===== config.mk =====
export PLATFORM = sky130hd
export DESIGN_NAME = sdi_display_input
export DESIGN_NICKNAME = d
export VERILOG_FILES = /design/src/hw/sdi_pkg.sv /design/src/hw/sdi_glyph_decode.sv /design/src/hw/sdi_display_input.sv
export SDC_FILE = /design/constraint.sdc
export NUM_CORES = 1
export LEC_CHECK = 0
export ABC_AREA = 1
export BUFFER_PORTS_ARGS = -buffer_cell sky130_fd_sc_hd__buf_2
export CAP_MARGIN = 20
export CORE_MARGIN = 3
export CORE_UTILIZATION = 44
export DETAILED_ROUTE_END_ITERATION = 16
export SETUP_SLACK_MARGIN = 0.1
export SYNTH_ARGS = -nofsm -noshare
export SYNTH_HDL_FRONTEND = slang
export SYNTH_HIERARCHICAL = 1
export SYNTH_MEMORY_MAX_BITS = 65536
export SYNTH_SLANG_ARGS = --single-unit

===== constraint.sdc =====
create_clock -name clk_sys -period 9.3 [get_ports clk_sys]
set_clock_uncertainty 0.05 [all_clocks]
set_input_delay 1.86 -clock clk_sys [delete_from_list [all_inputs] [get_ports clk_sys]]
set_output_delay 1.86 -clock clk_sys [all_outputs]
set_load 0.01 [all_outputs]

===== src/hw/sdi_pkg.sv =====
// constants and carrier types of the strobe parallel display input
package sdi_pkg;

  // documented register of the displayed value
  localparam logic [7:0] REG_DISPLAYED_VALUE_OFFSET = 8'h01;

  // coding modes
  localparam logic [1:0] CODE_BCD = 2'h0;
  localparam logic [1:0] CODE_HEX = 2'h1;
  localparam logic [1:0] CODE_RAW = 2'h2;
  localparam logic [1:0] CODE_CHAR = 2'h3;

  // entry modes
  localparam logic [1:0] ENTRY_COMMON = 2'h0;
  localparam logic [1:0] ENTRY_PER_DECADE = 2'h1;
  localparam logic [1:0] ENTRY_ADDRESSED = 2'h2;

  // strobe activity
  localparam logic [1:0] STROBE_HIGH = 2'h0;
  localparam logic [1:0] STROBE_LOW = 2'h1;
  localparam logic [1:0] STROBE_FALL = 2'h2;
  localparam logic [1:0] STROBE_RISE = 2'h3;

  // point settings: 0..3 blank leading zeros, 4..7 show all positions
  localparam logic [2:0] POINT_LAST_BLANKING = 3'h3;
  localparam logic [2:0] POINT_FIRST_FULL = 3'h4;

  // data source
  localparam logic SOURCE_PARALLEL = 1'b0;
  localparam logic SOURCE_SERIAL = 1'b1;

  // brightness range
  localparam logic [3:0] BRIGHT_MIN = 4'h1;
  localparam logic [3:0] BRIGHT_MAX = 4'h8;

  // refresh timeout range in seconds, zero disables
  localparam logic [6:0] TIMEOUT_OFF_S = 7'h00;
  localparam logic [6:0] TIMEOUT_MAX_S = 7'h63;

  // segment patterns, bit 0 = segment A .. bit 6 = segment G, bit 7 = point
  localparam logic [7:0] SEG_DASH = 8'h40;
  localparam logic [7:0] SEG_BLANK = 8'h00;
  localparam logic [3:0] MINUS_NIBBLE = 4'hF;
  localparam logic [3:0] DIGIT_MAX = 4'h9;

  // reset values
  localparam logic [7:0] DECADE_RESET = 8'h00;
  localparam logic [15:0] VALUE_RESET = 16'h0000;

  // timing
  localparam int CLK_PERIOD_NS = 50;
  localparam int SAMPLE_PERIOD_US = 800;
  localparam int SAMPLE_CYCLES = (SAMPLE_PERIOD_US * 1000) / CLK_PERIOD_NS;
  localparam int FLASH_HALF_PERIOD_MS = 500;
  localparam int FLASH_HALF_CYCLES = (FLASH_HALF_PERIOD_MS * 1000000) / CLK_PERIOD_NS;

  typedef struct packed {
    logic source;
    logic [1:0] coding;
    logic [1:0] entry;
    logic [1:0] strobe_mode;
    logic [2:0] point;
    logic [3:0] brightness;
    logic [6:0] timeout_s;
  } sdi_cfg_type;

  typedef struct packed {
    logic [15:0] data;
    logic [3:0] strobe;
    logic decade_addr_high;
    logic decade_addr_low;
    logic enable_n;
  } sdi_pins_type;

endpackage


===== src/hw/sdi_glyph_decode.sv =====
// one decade: coding of a stored byte into a seven-segment pattern
module sdi_glyph_decode
  import sdi_pkg::*;
(
  input wire logic [1:0] coding,
  input wire logic [7:0] byte_in,
  input wire logic point_on,
  input wire logic blank,
  output logic [7:0] seg
);

  function automatic logic [6:0] hex_glyph(input logic [3:0] n);
    logic [6:0] g;
    g = 7'h00;
    unique case (n)
      4'h0: g = 7'h3F;
      4'h1: g = 7'h06;
      4'h2: g = 7'h5B;
      4'h3: g = 7'h4F;
      4'h4: g = 7'h66;
      4'h5: g = 7'h6D;
      4'h6: g = 7'h7D;
      4'h7: g = 7'h07;
      4'h8: g = 7'h7F;
      4'h9: g = 7'h6F;
      4'hA: g = 7'h77;
      4'hB: g = 7'h7C;
      4'hC: g = 7'h39;
      4'hD: g = 7'h5E;
      4'hE: g = 7'h79;
      4'hF: g = 7'h71;
    endcase
    return g;
  endfunction

  // fixed table, codes without a glyph show blank
  function automatic logic [6:0] char_glyph(input logic [6:0] c);
    logic [6:0] g;
    g = 7'h00;
    if (c >= 7'h30 && c <= 7'h39) begin
      g = hex_glyph(c[3:0]);
    end else begin
      case (c)
        7'h2D: g = 7'h40;
        7'h5F: g = 7'h08;
        7'h3D: g = 7'h48;
        7'h41, 7'h61: g = 7'h77;
        7'h42, 7'h62: g = 7'h7C;
        7'h43: g = 7'h39;
        7'h63: g = 7'h58;
        7'h44, 7'h64: g = 7'h5E;
        7'h45, 7'h65: g = 7'h79;
        7'h46, 7'h66: g = 7'h71;
        7'h47, 7'h67: g = 7'h3D;
        7'h48: g = 7'h76;
        7'h68: g = 7'h74;
        7'h49, 7'h69: g = 7'h06;
        7'h4A, 7'h6A: g = 7'h1E;
        7'h4C, 7'h6C: g = 7'h38;
        7'h4E, 7'h6E: g = 7'h54;
        7'h4F: g = 7'h3F;
        7'h6F: g = 7'h5C;
        7'h50, 7'h70: g = 7'h73;
        7'h52, 7'h72: g = 7'h50;
        7'h53, 7'h73: g = 7'h6D;
        7'h54, 7'h74: g = 7'h78;
        7'h55: g = 7'h3E;
        7'h75: g = 7'h1C;
        7'h59, 7'h79: g = 7'h6E;
        default: g = 7'h00;
      endcase
    end
    return g;
  endfunction

  always_comb begin
    seg = SEG_BLANK;
    unique case (coding)
      CODE_BCD: begin
        if (blank) begin
          seg = SEG_BLANK;
        end else if (byte_in[3:0] <= DIGIT_MAX) begin
          seg = {1'b0, hex_glyph(byte_in[3:0])};
        end else if (byte_in[3:0] == MINUS_NIBBLE) begin
          seg = SEG_DASH;
        end
        seg[7] = point_on;
      end
      CODE_HEX: begin
        seg = blank ? SEG_BLANK : {1'b0, hex_glyph(byte_in[3:0])};
        seg[7] = point_on;
      end
      CODE_RAW: seg = byte_in;
      CODE_CHAR: seg = {point_on, char_glyph(byte_in[6:0])};
    endcase
  end

endmodule


===== src/hw/sdi_display_input.sv =====
// parallel strobe input, decade storage and display decoding
// Behaviour
// - brightness levels one to eight set the display drive duty
// - data comes from parallel or serial source; coding and point settings held
// - decimal coding: nibbles 0..9 show digits, 0xF shows minus
// - hexadecimal coding shows characters 0 to F
// - lines one to four weigh 1, 2, 4, 8
// - decimal coding yields a signed 16-bit displayed value
// - other codings read zero as displayed value
// - raw coding: decade one lines drive A-D, decade two E, F, G, point
// - character coding: decade one bits 0-3, decade two 4-7, bit 7 ignored
// - point setting applies in decimal, hexadecimal and character coding
// - common strobe latches all decades from their own lines
// - raw and character coding turn common strobe into per-decade strobe
// - per-decade strobe: own strobe each, shared data lines
// - addressed entry stores only with strobe active and enable low
// - address 00..11 selects decade one..four, high line is msb
// - high level strobe follows data while high, keeps last
// - low level strobe follows data while low, keeps last
// - falling edge latches data present before the edge
// - rising edge latches data present before the edge
// - strobes sampled every 0.8 ms period
// - refresh timeout 0..99 s flashes display, zero disables
// - dashes shown until first store
// - on timeout alternate stored data and dashes until new store
module sdi_display_input
  import sdi_pkg::*;
#(
  parameter int SAMPLE_TICK_CYCLES = SAMPLE_CYCLES,
  parameter int FLASH_TICK_CYCLES = FLASH_HALF_CYCLES
)
(
  input wire logic clk_sys,
  input wire logic rst,
  input wire sdi_cfg_type cfg,
  input wire sdi_pins_type pins,
  input wire logic [31:0] serial_data,
  input wire logic serial_store,
  output logic [31:0] segments,
  output logic led_enable,
  output logic [15:0] displayed_value_signed,
  output logic refresh_timeout,
  output logic data_valid,
  output logic [3:0] strobe_state,
  output logic [15:0] data_state
);

  typedef struct packed {
    sdi_pins_type pins_s1;
    sdi_pins_type pins_s2;
    logic [23:0] tick_cnt;
    logic [3:0] prev_active;
    logic [15:0] prev_data;
    logic primed;
    logic [1:0] mode_seen;
    logic [1:0] entry_seen;
    logic [3:0][7:0] dec_data;
    logic have_data;
    logic [23:0] flash_cnt;
    logic blink;
    logic [7:0] tout_cnt;
    logic timed_out;
    logic [2:0] pwm_cnt;
    logic [31:0] seg_out;
    logic led_on;
    logic [15:0] value;
    logic [3:0] strobe_seen;
    logic [15:0] data_seen;
  } sdi_state_type;

  localparam sdi_state_type STATE_RESET = '{
    pins_s1: '0,
    pins_s2: '0,
    tick_cnt: 24'h000000,
    prev_active: 4'h0,
    prev_data: 16'h0000,
    primed: 1'b0,
    mode_seen: STROBE_HIGH,
    entry_seen: ENTRY_COMMON,
    dec_data: {4{DECADE_RESET}},
    have_data: 1'b0,
    flash_cnt: 24'h000000,
    blink: 1'b0,
    tout_cnt: 8'h00,
    timed_out: 1'b0,
    pwm_cnt: 3'h0,
    seg_out: {4{SEG_DASH}},
    led_on: 1'b0,
    value: VALUE_RESET,
    strobe_seen: 4'h0,
    data_seen: 16'h0000
  };

  sdi_state_type st_ff;
  sdi_state_type nxt_st;

  logic [3:0][7:0] glyph;
  logic [3:0] blank_mask;
  logic [3:0] point_mask;

  // signed value of the shown decimal digits
  function automatic logic [15:0] decimal_value(input logic [3:0][7:0] dec,
                                                input logic [3:0] blank);
    logic [15:0] acc;
    logic found;
    logic neg;
    logic [3:0] n;
    acc = 16'h0000;
    found = 1'b0;
    neg = 1'b0;
    for (int i = 3; i >= 0; i--) begin
      n = dec[i][3:0];
      if (!found && !blank[i] && (n <= DIGIT_MAX || n == MINUS_NIBBLE)) begin
        found = 1'b1;
        neg = (n == MINUS_NIBBLE);
      end
      // blanks and minus signs below the top count as zero
      acc = 16'(acc * 16'h000A);
      if (found && n <= DIGIT_MAX && !blank[i]) begin
        acc = 16'(acc + {12'h000, n});
      end
    end
    return neg ? 16'(16'h0000 - acc) : acc;
  endfunction

  function automatic logic [3:0] clamp_level(input logic [3:0] b);
    logic [3:0] l;
    l = b;
    if (b < BRIGHT_MIN) begin
      l = BRIGHT_MIN;
    end else if (b > BRIGHT_MAX) begin
      l = BRIGHT_MAX;
    end
    return l;
  endfunction

  // point position and leading-zero blanking
  always_comb begin
    logic [1:0] pidx;
    logic blanking;
    logic numeric;
    logic above_blank;
    pidx = (cfg.point >= POINT_FIRST_FULL) ? 2'(cfg.point - POINT_FIRST_FULL) : cfg.point[1:0];
    blanking = (cfg.point <= POINT_LAST_BLANKING);
    numeric = (cfg.coding == CODE_BCD) || (cfg.coding == CODE_HEX);
    above_blank = 1'b1;
    point_mask = 4'h0;
    blank_mask = 4'h0;
    if (cfg.coding != CODE_RAW && pidx != 2'h0) begin
      point_mask[pidx] = 1'b1;
    end
    for (int i = 3; i >= 1; i--) begin
      if (numeric && blanking && above_blank && i > int'(pidx)
          && st_ff.dec_data[i][3:0] == 4'h0) begin
        blank_mask[i] = 1'b1;
      end else begin
        above_blank = 1'b0;
      end
    end
  end

  for (genvar d = 0; d < 4; d++) begin : g_decade
    sdi_glyph_decode u_glyph (
      .coding(cfg.coding),
      .byte_in(st_ff.dec_data[d]),
      .point_on(point_mask[d]),
      .blank(blank_mask[d]),
      .seg(glyph[d])
    );
  end

  always_comb begin
    logic tick;
    logic flash_tick;
    logic [3:0] active;
    logic [3:0] ev;
    logic [15:0] src;
    logic [1:0] entry;
    logic [1:0] addr;
    logic [3:0] load;
    logic stored;
    logic show_dash;
    logic rearm;
    sdi_pins_type p;
    tick = 1'b0;
    flash_tick = 1'b0;
    active = 4'h0;
    ev = 4'h0;
    src = 16'h0000;
    entry = cfg.entry;
    addr = 2'h0;
    load = 4'h0;
    stored = 1'b0;
    show_dash = 1'b0;
    rearm = 1'b0;
    p = st_ff.pins_s2;
    nxt_st = st_ff;

    // two-stage pin synchroniser
    nxt_st.pins_s1 = pins;
    nxt_st.pins_s2 = st_ff.pins_s1;

    // strobe sampling period
    if (st_ff.tick_cnt >= 24'(SAMPLE_TICK_CYCLES - 1)) begin
      nxt_st.tick_cnt = 24'h000000;
      tick = 1'b1;
    end else begin
      nxt_st.tick_cnt = 24'(st_ff.tick_cnt + 24'h000001);
    end

    active = (cfg.strobe_mode == STROBE_LOW) ? ~p.strobe : p.strobe;
    unique case (cfg.strobe_mode)
      STROBE_HIGH: begin
        ev = active;
        src = p.data;
      end
      STROBE_LOW: begin
        ev = active;
        src = p.data;
      end
      STROBE_FALL: begin
        ev = st_ff.prev_active & ~active;
        src = st_ff.prev_data;
      end
      STROBE_RISE: begin
        ev = ~st_ff.prev_active & active;
        src = st_ff.prev_data;
      end
    endcase

    if ((cfg.coding == CODE_RAW || cfg.coding == CODE_CHAR) && entry == ENTRY_COMMON) begin
      entry = ENTRY_PER_DECADE;
    end
    addr = {p.decade_addr_high, p.decade_addr_low};

    // a mode change re-arms the edge history for one tick, so an idle
    // strobe level cannot pose as a fresh edge after reset or a switch
    rearm = (cfg.strobe_mode != st_ff.mode_seen) || (entry != st_ff.entry_seen);
    nxt_st.mode_seen = cfg.strobe_mode;
    nxt_st.entry_seen = entry;
    if (rearm) begin
      nxt_st.primed = 1'b0;
    end else if (tick) begin
      nxt_st.primed = 1'b1;
    end

    if (tick && st_ff.primed && !rearm && cfg.source == SOURCE_PARALLEL) begin
      nxt_st.prev_active = active;
      nxt_st.prev_data = p.data;
      for (int d = 0; d < 4; d++) begin
        unique case (entry)
          ENTRY_COMMON: begin
            if (ev[0]) begin
              load[d] = 1'b1;
              nxt_st.dec_data[d] = {4'h0, src[4*d +: 4]};
            end
          end
          ENTRY_PER_DECADE: begin
            if (ev[d]) begin
              load[d] = 1'b1;
              nxt_st.dec_data[d] = src[7:0];
            end
          end
          default: begin
            if (ev[0] && !p.enable_n && addr == 2'(d)) begin
              load[d] = 1'b1;
              nxt_st.dec_data[d] = src[7:0];
            end
          end
        endcase
      end
    end else if (tick) begin
      // priming tick or serial source: history only
      nxt_st.prev_active = active;
      nxt_st.prev_data = p.data;
    end

    if (cfg.source == SOURCE_SERIAL && serial_store) begin
      nxt_st.dec_data = serial_data;
      stored = 1'b1;
    end
    stored = stored | (|load);

    // half-second flash base, also the timeout unit
    if (st_ff.flash_cnt >= 24'(FLASH_TICK_CYCLES - 1)) begin
      nxt_st.flash_cnt = 24'h000000;
      flash_tick = 1'b1;
      nxt_st.blink = ~st_ff.blink;
    end else begin
      nxt_st.flash_cnt = 24'(st_ff.flash_cnt + 24'h000001);
    end

    if (stored) begin
      nxt_st.have_data = 1'b1;
      nxt_st.tout_cnt = 8'h00;
      nxt_st.timed_out = 1'b0;
    end else if (cfg.timeout_s == TIMEOUT_OFF_S || cfg.timeout_s > TIMEOUT_MAX_S) begin
      nxt_st.tout_cnt = 8'h00;
      nxt_st.timed_out = 1'b0;
    end else if (flash_tick) begin
      if (st_ff.tout_cnt != 8'hFF) begin
        nxt_st.tout_cnt = 8'(st_ff.tout_cnt + 8'h01);
      end
      if (8'(st_ff.tout_cnt + 8'h01) >= {cfg.timeout_s, 1'b0}) begin
        nxt_st.timed_out = 1'b1;
      end
    end

    show_dash = !st_ff.have_data || (st_ff.timed_out && st_ff.blink);
    nxt_st.seg_out = show_dash ? {4{SEG_DASH}} : glyph;

    if (cfg.coding == CODE_BCD && st_ff.have_data) begin
      nxt_st.value = decimal_value(st_ff.dec_data, blank_mask);
    end else begin
      nxt_st.value = VALUE_RESET;
    end

    nxt_st.pwm_cnt = 3'(st_ff.pwm_cnt + 3'h1);
    nxt_st.led_on = ({1'b0, st_ff.pwm_cnt} < clamp_level(cfg.brightness));

    nxt_st.strobe_seen = p.strobe;
    nxt_st.data_seen = p.data;
  end

  always_ff @(posedge clk_sys) begin
    if (rst) begin
      st_ff <= STATE_RESET;
    end else begin
      st_ff <= nxt_st;
    end
  end

  assign segments = st_ff.seg_out;
  assign led_enable = st_ff.led_on;
  assign displayed_value_signed = st_ff.value;
  assign refresh_timeout = st_ff.timed_out;
  assign data_valid = st_ff.have_data;
  assign strobe_state = st_ff.strobe_seen;
  assign data_state = st_ff.data_seen;

endmodule


## After elaboration in Yosys (flattened, before gate mapping)

Memory sizes are Yosys's and may differ from the RTL's. A register that Yosys moved wholly into a read port is not among the register bits.
Cells that the tools add are included.

| word-level totals | value |
|---|---|
| register bits | 234 |
| ROM bits | 4928 |
| input bits | 79 |
| output and inout port bits | 71 |
| logic and storage cells | 333 |
| memories kept | 16 |

Memories:

| name | depth | bits a word | rd ports | clocked after memory_dff | wr ports | RTL line | source |
|---|---|---|---|---|---|---|---|
| (name not given) | 128 | 7 | 1 | 1 | 0 | sdi_glyph_decode.sv:43 | `case (c)` |
| (name not given) | 128 | 7 | 1 | 1 | 0 | sdi_glyph_decode.sv:43 |  |
| (name not given) | 128 | 7 | 1 | 1 | 0 | sdi_glyph_decode.sv:43 |  |
| (name not given) | 128 | 7 | 1 | 1 | 0 | sdi_glyph_decode.sv:43 |  |
| (name not given) | 16 | 7 | 1 | 1 | 0 | sdi_glyph_decode.sv:15 | `unique case (n)` |
| (name not given) | 16 | 7 | 1 | 1 | 0 | sdi_glyph_decode.sv:15 |  |
| 10 more memories | - | - | - | - | - | - |  |

| operators by class | value |
|---|---|
| $add $sub $neg | 9 |
| multipliers | 3 |
| magnitude comparators | 26 |
| equal/unequal tests | 23 |
| muxes and demuxes | 126 |
| bitwise operators | 9 |
| reduce and logical (&&, ||, !) cells | 90 |

Operator list:

| kind | number |
|---|---|
| $mux W7 | 26 |
| $mux W16 | 8 |
| $pmux W8 S4 | 4 |
| $mux W4 | 30 |
| $mux W8 | 12 |
| $mux W32 | 2 |
| $pmux W8 S2 | 4 |
| $add A16 B4 Y16 | 3 |
| $add A24 B1 Y24 const B | 2 |
| $mul A16 B3 Y15 const B | 3 |
| $logic_and A1 B1 Y1 | 40 |
| $mux W20 | 2 |
| $pmux W16 S2 | 1 |
| $mux W1 | 30 |
| $ge A7 B6 Y1 const B | 4 |
| $le A7 B6 Y1 const B | 4 |
| $ge A24 B14 Y1 const B | 1 |
| $ge A24 B24 Y1 const B | 1 |
| $eq A4 B4 Y1 const B | 4 |
| $le A4 B4 Y1 const B | 4 |
| $reduce_and A4 Y1 | 4 |
| $reduce_bool A4 Y1 | 4 |
| $reduce_or A2 Y1 | 8 |
| $sub A1 B16 Y16 const A | 1 |
| other kinds (37) | 84 |

## Longest topological paths before layout

Gate-level depths: netlist of the first run.

| depth | value |
|---|---|
| word-level depth | 30 |
| gate-level depth with buffers | 42 |

## By module

Netlist of the first run, hierarchy kept.

Modules (own cells, without submodules):

| module | instances | cells each | area an instance (um^2) | sequential area each (um^2) |
|---|---|---|---|---|
| sdi_display_input | 1 | 1594 | 11892.7 | 4684.5 |
| sdi_glyph_decode (g_decade[2].u_glyph ...) | 2 | 236 | 1144.8 | 0.0 |
| sdi_glyph_decode (g_decade[1].u_glyph) | 1 | 251 | 1208.7 | 0.0 |
| sdi_glyph_decode (g_decade[0].u_glyph) | 1 | 238 | 1191.1 | 0.0 |

## Least setup slack after synthesis of the first run

Ideal clock, no wire load.

| timing path | value |
|---|---|
| path kind | input-to-reg |
| from | input cfg[19] in the netlist's numbering |
| to | register st_ff (netlist bit displayed_value_signed[15]) |
| library setup time | 0.115 ns |
| arrival time | 7.450 ns |
| path slack | 1.685 ns |
| stages on the path | 39 |
| path through | nor2_1 > nand2_1 > o22ai_1 > nor2_1 > ha_1 > ha_1 > inv_1 > fa_1 > inv_1 > nand4_1 > nand2_1 > inv_1 > ha_1 > ha_1 > a21oi_1 > nand2_1 > nand2_1 > nand2_1 > [... 3 more ...] > xnor2_1 > inv_1 > ha_1 > ha_1 > inv_1 > o21ai_0 > nor2_1 > nand2_1 > nand2_1 > nand2_1 > a21oi_1 > xor2_1 > nand3_1 > or2_0 > nand2_1 > nand3_2 > a21oi_1 > nor2_1 |

| on the way | value |
|---|---|
| word-level cells in the longest chain between the ends | 30 |

RTL lines:

| what | RTL line | source |
|---|---|---|
| from (decl) | sdi_display_input.sv:35 | `input wire sdi_cfg_type cfg,` |
| parallel branches: the longest is 30 deep, another holds $eq A2 B1 Y1 | - |  |
| to (signal assigned) | sdi_display_input.sv:329 | `st_ff <= nxt_st;` |
| to (decl) | sdi_display_input.sv:94 | `sdi_state_type st_ff;` |

Several ways; the timed one is not identified. The select of a mux whose other input is x is not followed.
A chain may end at the register's enable or synchronous reset.

## Final worst setup path of the first run

Ends and elaborated chain as after synthesis.

==> results.yml, run 1 <==
cells_and_area:
  most-common-layout-cells: "nand2_1 (600), inv_1 (384), nor2_1 (302)"
  areaGrowthSynthToFinish_pct: 9.13
  layout.cells.non_filler: 3141
  layout-drive-gt1-share_pct: 11.8
  final_common_cell: "nand2_1"
  fin_nets: 2796
  stdcell_area_sq_mm: 0.0181
  final_core_utilization_pct: 49.1
worst_setup_path:
  worst_path_most_repeated_cell: "nand2_1"
  worst_r2r_path_depth: 39
  reg2reg_to: "displayed_value_signed[15]"
  slowest_delay_ns: 0.45
  arrival_ns: 8.24
  cp-start-kind: "primary input"
  end_kind: "register"
  critical_path_cell_count: 40
  largest_fanout_on_the_critical_path: 4
  worstSetupPathType: "primary input to register"
  count_of_buffering_cells_on_the_critical_path_with_inverters_included: 6
  worst_path_dominant_cell_family: "adder cells"
  crit_path_end: "displayed_value_signed[15]"
  timing.critical_path.slowest_stage_cell: "fa_1"
  reg2reg_from: "st_ff[132]"
  timing.reg2reg.setup_slack_ns: 2.24
  critPathRequiredTime_ns: 9.68
  timing.critical_path.from: "cfg[19]"
placed_design:
  pre_cts_slack_ns: 0.923
  port_buffers: 149
  dp_hpwl_um: 34100
  placed_area_sq_mm: 0.0172
  dpl.cell_count: 3092
  place.gp.congestion: 0.957
sta:
  slew_headroom_pct: 43.3
  finalMaxSlewViolations: 0
  grt_setup_unrepaired: "no"
  max_clock_freq_mhz: 127
  tightest_slew_ns: 0.848
  finalWorstSetupSlack_ns: 1.44
  timing.final.setup_violations: 0
  worst_slack_on_hold_paths_ns: 0.348
  final_min_period_over_clock_period_pct: 84.5
  finalSetupTns_ns: 0
  period_needed_ns: 7.86
  finalHoldViolCount: 0
floorplanning:
  start_util_pct: 45.0
  floorplan.die_area_sq_mm: 0.0401
  core.rowCount: 70
  placeable_core_region_sq_mm: 0.0369
  die_x_um: 200
  die_h_um: 200
  pin_count: 150
clocking:
  cts_tree: "yes"
  clkSinkCount: 234
  cts-hold-fix-buffers: 0
  cts_root_buffer: "clkbuf_16"
  clk_lat_worst_skew_ns: 0.54
  cts.path.max_buffers: 3
  cts_inserted_buffers: 26
  postCtsResizedCells: 0
  clkSlewWorstSetupHoldPaths_ns: 0.06
  post-cts-setup-buffer-count: 0
  cts-htree-levels: 1
routing:
  detailedRoute.firstIterationViolations: 1131
  routedWlPerCell_um: 14.1
  vias: 15800
  number_of_nets_still_failing_antenna_checks_after_routing: 0
  drt_pass1_iterations: 5
  route.detailed.vias_per_inst: 5.04
  wirelength_routed_um: 44400
  detail_route.drc_violations: 0
grt:
  globalRouteMet1Util_pct: 28.3
  total_routing_usage_reported_by_global_routing_pct: 21.8
  grt_pass1_wl_um: 74100
  grtUsageMet2_pct: 37.4
  antenna_violations_before_repair: 1
  globalRouteMet3Util_pct: 2.76
  first_global_vias: 15000
  grt_max_degree: 65
  globalRoute.totalOverflow: 0
  global_route.peak_usage_layer: "met2"
yosys:
  ys.flop_type: "dfxtp_1"
  postSynthAreaPerCell_sq_um: 6.49
  synthesis.area_sq_mm: 0.0166
  synth_edf_count: 0
  synthDistinctLibCells: 63
  synth-seq-area-share_pct: 28.3
  count_of_synthesis_stage_warnings_from_yosys: 6
  asyncSetResetFlopFracSynth_pct: 0
  syn_inst: 2555
  synth.ff_latch_count: 234
power:
  pwr_density_cell_mw_per_mm2: 170
  power_after_layout_mw: 3.08
  ir_drop_v: 0.000113
  total_leakage_power_nw: 8.90
status:
  run_status: "finished, final reports clean"
hold_path:
  timing.hold.worst.class: "register to register"
flow_run:
  maxCapViolations: 0
## worst min path at each step
stage	depth (start not counted)	start	end
3_5_place_dp	2	nxt_st[210]	nxt_st[15]
6_report	2	nxt_st[190]	st_ff[190]
4_1_cts	2	nxt_st[195]	nxt_st[0]
2_1_floorplan	2	nxt_st[195]	nxt_st[0]
5_1_grt	2	nxt_st[207]	nxt_st[12]
3_3_place_gp	2	nxt_st[194]	nxt_st[19]
## flip-flops by register name, indices dropped and copies added, names as in the netlist, 4 cells and up
name and cells:
strobe_state 4, st_ff 120, displayed_value_signed 16, nxt_st 43, segments 32, data_state 16
## cells in the mapped netlist (4+ instances only)
library cell / number / share of area (%)
a211oi_1: 5 / 0.23
a21oi_1: 105 / 3.2
a21oi_2: 4 / 0.21
a21oi_4: 4 / 0.39
a22oi_1: 5 / 0.23
a31oi_1: 27 / 1.0
buf_2: 16 / 0.48
buf_4: 84 / 3.8
buf_6: 13 / 0.88
clkbuf_1: 30 / 0.68
dfxtp_1: 234 / 28
fa_1: 6 / 0.72
ha_1: 95 / 7.2
inv_1: 384 / 8.7
inv_2: 13 / 0.29
nand2_1: 600 / 14
nand2_2: 20 / 0.75
nand2_4: 6 / 0.41
nand3_1: 163 / 4.9
nand3_2: 8 / 0.48
nand3b_1: 11 / 0.50
nand4_1: 38 / 1.4
nor2_1: 302 / 6.8
nor2_2: 12 / 0.45
nor3_1: 39 / 1.2
nor3_2: 5 / 0.30
nor3b_1: 8 / 0.36
nor4_1: 10 / 0.38
o211ai_1: 16 / 0.72
o21a_1: 6 / 0.27
o21ai_0: 132 / 4.0
o21ai_1: 18 / 0.54
o21ai_2: 7 / 0.37
o21bai_1: 7 / 0.32
o22ai_1: 25 / 0.94
or2_2: 7 / 0.26
xnor2_1: 14 / 0.74
xor2_1: 35 / 1.8
## layer usage
layer	vias to the layer above	share of wire (%)
li1	8220	-
met1	7127	45
met2	402	46
met3	84	5.4
met4	0	3.1
met5	-	0
## logic make-up after synthesis
family	share of synthesized area [%]
xor gates and xnor gates	2.69
DFF	28.3
AOI/OAI and AO/OA	13.4
buffers and inverters	15.1
other	0.0226
and+or+nand+nor	32.7
adders and majority gates	7.89
## final cells by class
cell class | instances | area (sq um)
fillers | 3858 | 18800
multi-input cells | 1786 | 9440
flip-flops and latches | 234 | 4680
inverters | 403 | 1530
repair buffers | 165 | 868
clock buffers | 34 | 742
well taps | 504 | 631
clock inverters | 14 | 199
diodes | 1 | 2.50
## report_power, final
part	internal [mW]	leakage, nW	total, mW	switching (mW)
registers	1.04	1.91	1.07	0.0335
logic	0.302	6.54	0.887	0.585
clock network	0.679	0.454	1.12	0.439
total	2.02	8.90	3.08	1.06
## worst register-to-register path: cells and delay by family, from the launching register on
kind                       cells  cell delay, ns
xor gates and xnor gates       3            0.61
buffers and inverters          5            0.40
and+or+nand+nor               18            2.06
adders and majority gates      7            2.27
DFF                            1            0.47
AOI/OAI and AO/OA              6            1.09
Power figures use the tool's default switching activity.
==> inputs of run 2 (changes only) <==
--- a/config.mk
+++ b/config.mk
@@ -5,7 +5,7 @@
 export SDC_FILE = /design/constraint.sdc
 export NUM_CORES = 1
 export LEC_CHECK = 0
-export ABC_AREA = 1
+export ABC_AREA = 0
 export BUFFER_PORTS_ARGS = -buffer_cell sky130_fd_sc_hd__buf_2
 export CAP_MARGIN = 20
 export CORE_MARGIN = 3
==> constraint.sdc (replaced) <==
create_clock -name clk_sys -period 7 [get_ports clk_sys]
set_clock_uncertainty 0.05 [all_clocks]
set_input_delay 1.4 -clock clk_sys [delete_from_list [all_inputs] [get_ports clk_sys]]
set_output_delay 1.4 -clock clk_sys [all_outputs]
set_load 0.01 [all_outputs]
==> run 2 against run 1 <==
Net effect: flip-flop and latch count is the same; synthesized cell count shrank 22%; die area is 1.6% lower; largest power group unchanged; core utilization increased by 1.3 points.
==> results.yml, run 2 <==
worst_setup_path:
  end_kind: "register"
  worst_path_dominant_cell_family: "simple AND/OR/NAND/NOR gates"
  largest_fanout_on_the_critical_path: 8
  worst_r2r_path_depth: 29
  critPathRequiredTime_ns: 7.42
  slowest_delay_ns: 0.55
  worst_path_most_repeated_cell: "ha_1"
  timing.critical_path.slowest_stage_cell: "or4_1"
  worstSetupPathType: "register to register"
  count_of_buffering_cells_on_the_critical_path_with_inverters_included: 2
  cp-start-kind: "register"
  critical_path_cell_count: 29
  arrival_ns: 6.99
power:
  pwr-share-comb_pct: 28.0
  switching_share_pct: 30.8
  total_leakage_power_nw: 7.41
  ir_drop_v: 0.000150
  power.internal_mw: 2.75
  pwr-share-seq_pct: 35.8
  clock_power_share_pct: 36.2
  power_switching_mw: 1.22
  pwr_density_cell_mw_per_mm2: 219
floorplanning:
  die_h_um: 198
  pin_count: 150
  placeable_core_region_sq_mm: 0.0360
  start_util_pct: 45.3
  core.rowCount: 69
  floorplan.die_area_sq_mm: 0.0394
  die_x_um: 198
sta:
  tightest_slew_ns: 1.07
  final_min_period_over_clock_period_pct: 93.8
  worst_slack_on_hold_paths_ns: 0.381
  max_clock_freq_mhz: 152
  timing.final.setup_violations: 0
  finalHoldViolCount: 0
  grt_setup_unrepaired: "no"
  finalSetupTns_ns: 0
  slew_headroom_pct: 28.9
  finalMaxSlewViolations: 0
  period_needed_ns: 6.57
  finalWorstSetupSlack_ns: 0.434
grt:
  antenna_violations_before_repair: 7
  grt_pass1_wl_um: 67800
  grt_max_degree: 71
  first_global_vias: 13200
  globalRoute.totalOverflow: 0
  total_routing_usage_reported_by_global_routing_pct: 20.6
routing:
  detail_route.drc_violations: 0
  vias: 14300
  drt_pass1_iterations: 6
  routedWlPerCell_um: 16.3
  wirelength_routed_um: 41800
  route.detailed.vias_per_inst: 5.58
  detailedRoute.firstIterationViolations: 959
  number_of_nets_still_failing_antenna_checks_after_routing: 0
cells_and_area:
  most-common-layout-cells: "dfxtp_1 (230), nor2_1 (203), buf_2 (148)"
  largest_register_ff_count: 120
  fin_nets: 2255
  stdcell_area_sq_mm: 0.0181
  areaGrowthSynthToFinish_pct: 11.2
  regMostFlops: "st_ff"
  layout.cells.non_filler: 2556
  final_common_cell: "dfxtp_1"
  layout-drive-gt1-share_pct: 16.3
clocking:
  cts-htree-levels: 1
  cts_inserted_buffers: 26
  cts_root_buffer: "clkbuf_16"
  clk_lat_worst_skew_ns: 0.57
  cts.path.max_buffers: 3
  cts-hold-fix-buffers: 0
  cts_tree: "yes"
  clkSinkCount: 234
  clkSlewWorstSetupHoldPaths_ns: 0.06
yosys:
  synth_edf_count: 0
  post-synth-top-count-cell: "dfxtp_1"
  yosysTopAreaCell: "dfxtp_1"
  synth-seq-area-share_pct: 28.7
  postSynthAreaPerCell_sq_um: 8.15
  count_of_synthesis_stage_warnings_from_yosys: 6
  synth_area_leaders: "dfxtp_1 (29%), ha_1 (7.3%), nor2_1 (4.7%)"
  syn_inst: 2000
  synth_commonest_cells: "dfxtp_1 (234), nor2_1 (206), nand2_1 (137), nor2b_1 (120), a21oi_1 (113)"
  synth.ff_latch_count: 234
  ys.flop_type: "dfxtp_1"
  synthDistinctLibCells: 108
  synth_top_area_share_pct: 28.7
  asyncSetResetFlopFracSynth_pct: 0
  synthesis.area_sq_mm: 0.0163
hold_path:
  whs_path_depth: 1
  timing.hold.worst.class: "register to register"
placed_design:
  pre_cts_slack_ns: -0.221
  dp_hpwl_um: 30200
  place.gp.congestion: 0.906
  port_buffers: 149
  dpl.cell_count: 2507
  placed_area_sq_mm: 0.0170
status:
  run_status: "finished, final reports clean"
flow_run:
  maxCapViolations: 0
[run 2: changes by cell type after synthesis, sizes merged, moves of 28 or more]
cell / change
nand3: -114
nand2: -489
xnor2: +28
o21ai: -69
nor2b: +120
mux2i: +49
inv: -323
and2: +39
nor2: -109
[run 2: power by group through the flow]
stage | registers (mW) | clock network (mW) | logic, mW
after CTS | 1.42 | 1.48 | 1.08
after detailed placement | 1.45 | 0 | 1.07
after floorplan | 1.43 | 0 | 0.785
after global routing | 1.43 | 1.53 | 1.24
final | 1.42 | 1.44 | 1.11
after global placement | 1.45 | 0 | 1.06
[run 2: layout make-up]
| type | count | area (sq um) |
|---|---|---|
| fillers | 3472 | 17900 |
| multi-input cells | 1516 | 10400 |
| flip-flops and latches | 234 | 4690 |
| repair buffers | 219 | 1270 |
| clock buffers | 34 | 711 |
| well taps | 461 | 577 |
| inverters | 78 | 300 |
| clock inverters | 13 | 199 |
| diodes | 1 | 2.50 |
[run 2: final timing paths]
path	slack (ns)	start	end
setup / recovery	0.43	st_ff[134]	displayed_value_signed[15]
setup reg to reg	0.43	st_ff[134]	displayed_value_signed[15]
hold reg to reg	0.38	nxt_st[200]	nxt_st[5]
hold / removal	0.38	nxt_st[200]	nxt_st[5]
[run 2: worst register-to-register path: cells and delay by family, from the launching register on]
kind,cells,cell delay [ns]
xor gates and xnor gates,3,0.50
DFF,1,0.39
and+or+nand+nor,13,2.46
adders and majority gates,6,1.98
buffers and inverters,2,0.15
AOI/OAI and AO/OA,5,0.95
[run 2: per-stage QoR]
stage	utilization [%]	total power, mW
5_1_grt	50.4	4.20
4_1_cts	49.8	3.98
3_5_place_dp	47.3	2.52
3_3_place_gp	47.3	2.51
6_report	50.4	3.97
2_1_floorplan	-	2.22
[run 2: cell families after synthesis]
family                     Yosys count  synth area share [%]
xor gates and xnor gates           100                  5.51
AOI/OAI and AO/OA                  473                  20.0
and+or+nand+nor                    762                  24.1
buffers and inverters              263                  9.19
DFF                                234                  28.7
other                                1                0.0230
muxes                               65                  4.32
adders and majority gates          102                  8.09
[run 2: repair_timing]
item	4_1_cts	5_1_grt
pin swaps	0	8
endpoints found under the hold margin	0	0
resized for setup	3	33
endpoints found under the setup margin	2	4
setup buffers	0	1
[run 2: layer usage]
layer | GRT usage, % | routed length [um] | up-vias
li1 | - | - | 7166
met1 | 28.1 | 19300 | 6556
met2 | 34.0 | 18600 | 422
met3 | 3.25 | 2470 | 101
met4 | 5.83 | 1370 | 12
met5 | 0 | 74 | -
